===== config.mk =====
export PLATFORM = sky130hd
export DESIGN_NAME = gate_scan_shift
export DESIGN_NICKNAME = d
export VERILOG_FILES = /design/src/design/scan_pkg.sv /design/src/design/bit_buffer2.sv /design/src/design/gate_scan_shift.sv
export SDC_FILE = /design/constraint.sdc
export NUM_CORES = 1
export LEC_CHECK = 0
export ABC_AREA = 1
export BUFFER_PORTS_ARGS = -buffer_cell sky130_fd_sc_hd__buf_2
export CORE_UTILIZATION = 40
export CTS_BUF_LIST = sky130_fd_sc_hd__clkbuf_8
export DETAILED_ROUTE_END_ITERATION = 10
export MAX_ROUTING_LAYER = met4
export SLEW_MARGIN = 20
export SYNTH_ARGS = -nofsm -noshare
export SYNTH_HDL_FRONTEND = slang
export SYNTH_HIERARCHICAL = 1
export SYNTH_SLANG_ARGS = --single-unit

===== constraint.sdc =====
create_clock -name sys_clk -period 2.2 [get_ports sys_clk]
set_input_delay 0.11 -clock sys_clk [delete_from_list [all_inputs] [get_ports sys_clk]]
set_output_delay 0.11 -clock sys_clk [all_outputs]
set_load 0.02 [all_outputs]

===== src/design/scan_pkg.sv =====
/*
  Constants shared by the gate-scan shift register and its output buffer.
  Assumes a single 100 MHz system clock domain.
*/
package scan_pkg;
  localparam int STAGES = 120;
  localparam int LAST = STAGES - 1;
  localparam int BUF_DEPTH = 2;
  localparam int BUF_WIDTH = 1;
  localparam logic [STAGES-1:0] CHAIN_RESET = '0;
  localparam logic [1:0] CNT_EMPTY = 2'h0;
  localparam logic [1:0] CNT_ONE = 2'h1;
  localparam logic [1:0] CNT_FULL = 2'h2;
endpackage


===== src/design/bit_buffer2.sv =====
/*
  Two-entry buffer with valid/ready on both sides.
  Assumes the filling side holds data stable only for the cycle it is taken.
*/
`timescale 1ns/100ps
module bit_buffer2 (
  input wire logic sys_clk,
  input wire logic resetn,
  input wire logic in_valid,
  output logic in_ready,
  input wire logic [scan_pkg::BUF_WIDTH-1:0] in_data,
  output logic out_valid,
  input wire logic out_ready,
  output logic [scan_pkg::BUF_WIDTH-1:0] out_data
);
  typedef struct packed {
    logic [scan_pkg::BUF_DEPTH-1:0][scan_pkg::BUF_WIDTH-1:0] mem;
    logic rd_ptr;
    logic wr_ptr;
    logic [1:0] cnt;
  } buf_state_t;

  buf_state_t st_r;
  buf_state_t st_nxt;
  logic push;
  logic pop;

  // Handshakes; full and empty come straight from the count
  assign in_ready = (st_r.cnt != scan_pkg::CNT_FULL);
  assign out_valid = (st_r.cnt != scan_pkg::CNT_EMPTY);
  assign out_data = st_r.mem[st_r.rd_ptr];
  assign push = in_valid && in_ready;
  assign pop = out_valid && out_ready;

  // Next state: write at wr_ptr, read at rd_ptr
  always_comb begin
    st_nxt = st_r;
    if (push) begin
      st_nxt.mem[st_r.wr_ptr] = in_data;
      st_nxt.wr_ptr = ~st_r.wr_ptr;
    end
    if (pop) begin
      st_nxt.rd_ptr = ~st_r.rd_ptr;
    end
    if (push && !pop) begin
      st_nxt.cnt = st_r.cnt + scan_pkg::CNT_ONE;
    end else if (pop && !push) begin
      st_nxt.cnt = st_r.cnt - scan_pkg::CNT_ONE;
    end
  end

  always_ff @(posedge sys_clk or negedge resetn) begin
    if (!resetn) begin
      st_r <= '0;
    end else begin
      st_r <= st_nxt;
    end
  end
endmodule


===== src/design/gate_scan_shift.sv =====
/*
  Bidirectional 120-stage gate-scan shift register, oversampled on sys_clk.
  Assumes shift_clock, direction_select, output_clear and both end ports are
  asynchronous pins far slower than sys_clk (shift clock at most 100 kHz).
*/
// Overview of operation
// - 120 stages, one gate output each
// - Rising shift clock captures selected input port
// - Each rising edge advances pattern one stage
// - Leaving bit shown on falling shift clock
// - Select high: first port in, second out
// - Select low: second port in, first out
// - Clear high forces all gate outputs low
// - Clear low: gate outputs mirror the stages
`timescale 1ns/100ps
module gate_scan_shift (
  input wire logic sys_clk,
  input wire logic resetn,
  input wire logic shift_clock,
  input wire logic direction_select,
  input wire logic output_clear,
  input wire logic first_end_port_in,
  output logic first_end_port_out,
  output logic first_end_port_oe,
  input wire logic second_end_port_in,
  output logic second_end_port_out,
  output logic second_end_port_oe,
  output logic [scan_pkg::STAGES-1:0] gate_outputs
);
  typedef struct packed {
    logic sck_s1;
    logic sck_s2;
    logic sck_d;
    logic dir_s1;
    logic dir_s2;
    logic clr_s1;
    logic clr_s2;
    logic p1_s1;
    logic p1_s2;
    logic p2_s1;
    logic p2_s2;
    logic [scan_pkg::STAGES-1:0] chain;
    logic [scan_pkg::STAGES-1:0] gate;
    logic out_bit;
    logic oe1;
    logic oe2;
  } scan_state_t;

  scan_state_t st_r;
  scan_state_t st_nxt;
  logic rise;
  logic fall;
  logic buf_in_ready;
  logic buf_out_valid;
  logic buf_data;
  logic leave_bit;

  // One shift step; dir high moves data toward the top stage
  function automatic logic [scan_pkg::STAGES-1:0] shift_step(
    input logic [scan_pkg::STAGES-1:0] v,
    input logic dir,
    input logic din
  );
    if (dir) begin
      shift_step = {v[scan_pkg::LAST-1:0], din};
    end else begin
      shift_step = {din, v[scan_pkg::LAST:1]};
    end
  endfunction

  // The stage at the output end for the given direction
  function automatic logic last_stage(
    input logic [scan_pkg::STAGES-1:0] v,
    input logic dir
  );
    last_stage = dir ? v[scan_pkg::LAST] : v[0];
  endfunction

  // Edges seen on the synchronised clock, never on the first stage
  assign rise = st_r.sck_s2 && !st_r.sck_d;
  assign fall = !st_r.sck_s2 && st_r.sck_d;

  // Next state
  always_comb begin
    st_nxt = st_r;
    st_nxt.sck_s1 = shift_clock;
    st_nxt.sck_s2 = st_r.sck_s1;
    st_nxt.sck_d = st_r.sck_s2;
    st_nxt.dir_s1 = direction_select;
    st_nxt.dir_s2 = st_r.dir_s1;
    st_nxt.clr_s1 = output_clear;
    st_nxt.clr_s2 = st_r.clr_s1;
    st_nxt.p1_s1 = first_end_port_in;
    st_nxt.p1_s2 = st_r.p1_s1;
    st_nxt.p2_s1 = second_end_port_in;
    st_nxt.p2_s2 = st_r.p2_s1;
    // A full buffer holds the shift off, so no leaving bit is ever lost
    if (rise && buf_in_ready) begin
      st_nxt.chain = shift_step(st_r.chain, st_r.dir_s2,
                                st_r.dir_s2 ? st_r.p1_s2 : st_r.p2_s2);
    end
    // Gate outputs registered so clear can never glitch them
    st_nxt.gate = st_r.clr_s2 ? scan_pkg::CHAIN_RESET : st_r.chain;
    if (fall && buf_out_valid) begin
      st_nxt.out_bit = buf_data;
    end
    // Port roles follow the direction select
    st_nxt.oe2 = st_r.dir_s2;
    st_nxt.oe1 = !st_r.dir_s2;
  end

  // Bit that reaches the output end after this edge
  assign leave_bit = last_stage(shift_step(st_r.chain, st_r.dir_s2,
                                st_r.dir_s2 ? st_r.p1_s2 : st_r.p2_s2), st_r.dir_s2);

  bit_buffer2 u_out_buf (
    .sys_clk(sys_clk),
    .resetn(resetn),
    .in_valid(rise),
    .in_ready(buf_in_ready),
    .in_data(leave_bit),
    .out_valid(buf_out_valid),
    .out_ready(fall),
    .out_data(buf_data)
  );

  always_ff @(posedge sys_clk or negedge resetn) begin
    if (!resetn) begin
      st_r <= '0;
    end else begin
      st_r <= st_nxt;
    end
  end

  // Both end pins carry the same serial bit; only the enable differs
  assign first_end_port_out = st_r.out_bit;
  assign second_end_port_out = st_r.out_bit;
  assign first_end_port_oe = st_r.oe1;
  assign second_end_port_oe = st_r.oe2;
  assign gate_outputs = st_r.gate;

  // Checks next to the logic above
  chk_clear_forces_low: assert property (
    @(posedge sys_clk) disable iff (!resetn)
    st_r.clr_s2 |=> (st_r.gate == scan_pkg::CHAIN_RESET))
    else $error("gate outputs not low under clear");
  chk_gate_mirror: assert property (
    @(posedge sys_clk) disable iff (!resetn)
    !st_r.clr_s2 |=> (st_r.gate == $past(st_r.chain)))
    else $error("gate outputs do not mirror the stages");
  chk_capture_fwd: assert property (
    @(posedge sys_clk) disable iff (!resetn)
    (rise && buf_in_ready && st_r.dir_s2) |=> (st_r.chain[0] == $past(st_r.p1_s2)))
    else $error("first port not captured");
  chk_capture_rev: assert property (
    @(posedge sys_clk) disable iff (!resetn)
    (rise && buf_in_ready && !st_r.dir_s2) |=>
      (st_r.chain[scan_pkg::LAST] == $past(st_r.p2_s2)))
    else $error("second port not captured");
  chk_shift_advance: assert property (
    @(posedge sys_clk) disable iff (!resetn)
    (rise && buf_in_ready && st_r.dir_s2) |=>
      (st_r.chain[scan_pkg::LAST:1] == $past(st_r.chain[scan_pkg::LAST-1:0])))
    else $error("pattern did not advance");
  chk_hold_no_edge: assert property (
    @(posedge sys_clk) disable iff (!resetn)
    !rise |=> $stable(st_r.chain))
    else $error("stages changed without a rising edge");
  chk_out_on_fall: assert property (
    @(posedge sys_clk) disable iff (!resetn)
    (fall && buf_out_valid) |=> (first_end_port_out == $past(buf_data)))
    else $error("serial output not updated on falling edge");
  chk_out_port_role: assert property (
    @(posedge sys_clk) disable iff (!resetn)
    st_r.dir_s2 [*2] |=> (second_end_port_oe && !first_end_port_oe))
    else $error("port roles do not follow direction");

  // Shifts are never dropped: a full buffer would swallow a rising edge
  chk_no_lost_rise: assert property (
    @(posedge sys_clk) disable iff (!resetn)
    rise |-> buf_in_ready)
    else $error("rising edge refused by a full buffer");
  // A pin edge must reach the edge detector within the sync latency
  chk_rise_latency: assert property (
    @(posedge sys_clk) disable iff (!resetn)
    $rose(shift_clock) |-> ##[1:3] rise)
    else $error("rising shift clock not detected in time");
  // Reverse scans move the pattern toward the first stage
  chk_shift_reverse: assert property (
    @(posedge sys_clk) disable iff (!resetn)
    (rise && buf_in_ready && !st_r.dir_s2) |=>
      (st_r.chain[scan_pkg::LAST-1:0] == $past(st_r.chain[scan_pkg::LAST:1])))
    else $error("pattern did not move toward the first stage");
  // Clear checked from the pin, so a broken sync stage is caught too
  chk_clear_pin: assert property (
    @(posedge sys_clk) disable iff (!resetn)
    output_clear [*3] |=> (gate_outputs == scan_pkg::CHAIN_RESET))
    else $error("gate outputs not low three cycles into clear");
  // Steady stages and steady clear must leave the gate lines alone
  chk_gate_settled: assert property (
    @(posedge sys_clk) disable iff (!resetn)
    ($stable(st_r.chain) && $stable(st_r.clr_s2)) |=> $stable(gate_outputs))
    else $error("gate outputs moved with stages and clear steady");
  // The serial bit only moves on a falling edge with a bit waiting
  chk_out_hold: assert property (
    @(posedge sys_clk) disable iff (!resetn)
    !(fall && buf_out_valid) |=> $stable(first_end_port_out))
    else $error("serial output moved without a falling edge");
  // Select low hands the first end pin to the serial output
  chk_out_port_rev: assert property (
    @(posedge sys_clk) disable iff (!resetn)
    !st_r.dir_s2 [*2] |=> (first_end_port_oe && !second_end_port_oe))
    else $error("first end pin not driving with select low");
  // Select high seen at the pin long enough must enable the second end
  chk_oe_follow_pin: assert property (
    @(posedge sys_clk) disable iff (!resetn)
    direction_select [*3] |=> second_end_port_oe)
    else $error("second end pin not driving with select high");
  // Never both pins driving, or the two ends would fight
  chk_oe_exclusive: assert property (
    @(posedge sys_clk) disable iff (!resetn)
    !(first_end_port_oe && second_end_port_oe))
    else $error("both end pins driving at once");
endmodule


==> flow_summary_export.csv <==
group,metric,value,unit
setup_path,crit_fanout,5,
clocking,cts_resized,0,
floorplan,die_area,29670,um2
setup_path,r2r-start,"st_nxt[251]",
synth,yosysTopAreaCellShare,56.11,%
setup_path,critical-path-top-delay-family,"simple AND/OR/NAND/NOR gates",
setup_path,path_depth,9,
detailed_routing,routedWlPerCell,11.82,um
setup_path,cp_num_buf_inv,3,
placed_design,dp_slack,0.6896,ns
final_layout,layout-drive-gt1-share,14.89,%
synth,synth_seq_cells,260,
detailed_routing,wirelength,22.18,mm
setup_path,worst_path_max_delay_cell,"dfrtp_1",
power,power_density,835.0,nW/um2
timing,rsz0062_at_grt,"no",
setup_path,required,2.63,ns
synth,synth_fp_nets,1462,
setup_path,startpoint,"st_nxt[251]",
grt,grt_pass1_vias,7957,
clocking,numCtsBuffers,44,
synth,yosysWarnings,6,
placed_design,placed_cells,1793,
floorplan,core_area,28160,um2
grt,grt_pass1_wl,38.25,mm
clocking,clk_path_buf_depth,3,
floorplan,dieWidth,172.3,um
floorplan,start_util,41.17,%
timing,hold_violations,0,
placed_design,place_area,11750,um2
detailed_routing,ant_nets,0,
detailed_routing,drt-initial-drc-count,479,
floorplan,die_height,172.3,um
hold_path,hp-class,"input port to asynchronous set/reset pin",
synth,netlist_instances,1454,
setup_path,worstSetupEndpointType,"flip-flop",
synth,syn_area,11590,um2
power,power,10.62,mW
timing,fin_crit,1.524,ns
synth,yosys.area.top_type,"dfrtp_1",
timing,drv_slew,0,
floorplan,io_pins,131,
detailed_routing,drc,0,
setup_path,r2r_end,"u_out_buf/st_r[1]",
clocking,holdBufCountCts,6,
synth,postSynthAreaPerCell,7.974,um2
floorplan,row_count,61,
clocking,clkTransAtPathRegs,0.06,ns
setup_path,worstSetupPathType,"flip-flop to flip-flop",
clocking,cts.sinks,260,
job,max_cap_viol_count,0,
grt,grt_max_degree,122,
detailed_routing,first_pass_iters,4,
final_layout,fin_cells,1876,
grt,grt_usage,16.37,%
detailed_routing,vias,8084,
clocking,htreeDepth,2,
status,status,"finished clean",
setup_path,critPathMaxStageDelay,0.42,ns
setup_path,crit_end,"u_out_buf/st_r[1]",
timing,relSlewSlack,55.60,%
timing,setup-tns-final,0,ns
timing,final-setup-viol-count,0,
power,ir_drop,0.5218,mV
clocking,clk_latency,0.54,ns
setup_path,path_common_cell,"nand2_1",
setup_path,start_kind,"flip-flop",
grt,grt_antenna_before_repair,0,
timing,fin_skew,0.007310,ns
timing,fin_ws,0.6762,ns
placed_design,place_congestion,0.7475,
grt,grt-ovfl-total,0,
setup_path,ff2ff_path_depth,9,
placed_design,io_buffers,130,
timing,worst_slew_pin_slew,0.6659,ns
setup_path,cp_cell_sequence,"nand2_1, inv_1, nand2_1, inv_1, ha_1, inv_1, nand3_1, nand2_1, nand2_1",
clocking,cts_tree,"yes",
final_layout,final_util,45.16,%
timing,fmax,656.3,MHz
detailed_routing,viasPerCell,4.309,
synth,seq_area_frac_synth,56.11,%
power,p_leak,7.422,nW
setup_path,crit_arrival,1.95,ns
setup_path,r2r_slack,0.68,ns
synth,synth_cell_type_count,15,
placed_design,dp_hpwl,12.88,mm
final_layout,insertedDiodeCount,0,
final_layout,fin_area,12720,um2
final_layout,areaGrowthSynthToFinish,9.701,%
final_layout,nets,1475,
timing,period_share,69.26,%
timing,hold-worst-slack,0.1204,ns
synth,synthTopCellsByArea,"dfrtp_1, nand2_1, buf_4",
clocking,cts_root_buf,"clkbuf_8",
clocking,post_cts_buffers,0,
report_power, final:
group / switching [mW] / leakage [nW] / internal (mW)
combinational: 0.753 / 3.31 / 0.310
sequential: 0.185 / 3.59 / 4.99
clock: 1.89 / 0.524 / 2.50
cell type report:
class	instances	area [um2]
fillers	2754	15440
flip-flops and latches	260	6514
multi-input cells	877	3363
repair buffers	153	960.9
clock buffers	59	812.0
inverters	131	494.2
well taps	378	473.0
clock inverters	18	102.6
flip-flops by register name, summed over array words and instances (netlist names):
register,flops
st_r,124
first_end_port_out,1
u_out_buf/st_r,6
gate_outputs,120
first_end_port_oe,1
st_nxt,7
second_end_port_oe,1
layer usage:
layer  GRT usage [%]  share of wire (%)  vias to the layer above
met2           26.09                 47                      183
met4           5.079                1.8                        0
li1                -                  -                     4142
met1           21.11                 47                     3722
met5               -                  0                        -
met3           3.113                4.8                       37
how the worst min path moves through the flow:
stage,end,slack [ns],cells past startpoint
2_1_floorplan,first_end_port_oe,-0.19,0
3_3_place_gp,st_r[134],0.12,1
3_5_place_dp,st_r[134],0.12,1
4_1_cts,st_r[137],0.12,2
5_1_grt,st_r[137],0.15,2
6_report,st_r[134],0.12,2
cells in the mapped netlist:
cell type,n
nand2_2,1
clkbuf_1,6
buf_2,48
inv_2,4
nand3_2,1
nor2_1,122
buf_4,132
nand2_1,741
nand2_4,2
dfrtp_1,260
ha_1,1
xnor2_1,1
inv_1,127
nand4_1,3
nand3_1,5
logic make-up (layout without fill, tap and decap cells):
logic type,Yosys count,after routing,synth area share (%)
xor gates and xnor gates,1,1,0.07555
buffers and inverters,317,361,15.05
DFF,260,260,56.11
adders and majority gates,1,1,0.1079
and+or+nand+nor,875,875,28.65
layout by cell type, fill, tap and decap left out:
cell type and instances:
nand2_1 741, dfrtp_1 258, inv_1 140, buf_2 129
nor2_1 121, clkbuf_8 59, buf_12 9, buf_4 8
dlygate4sd3_1 6, nand3_1 4, inv_2 3, clkinv_2 3
nand4_1 3, dfrtp_4 2, nand2_4 2, inv_4 1
nor2_4 1, nand3_4 1, inv_6 1, bufinv_16 1
buf_8 1, nand2_2 1, nand3_2 1, xnor2_1 1
ha_1 1
Power figures use the tool's default switching activity.
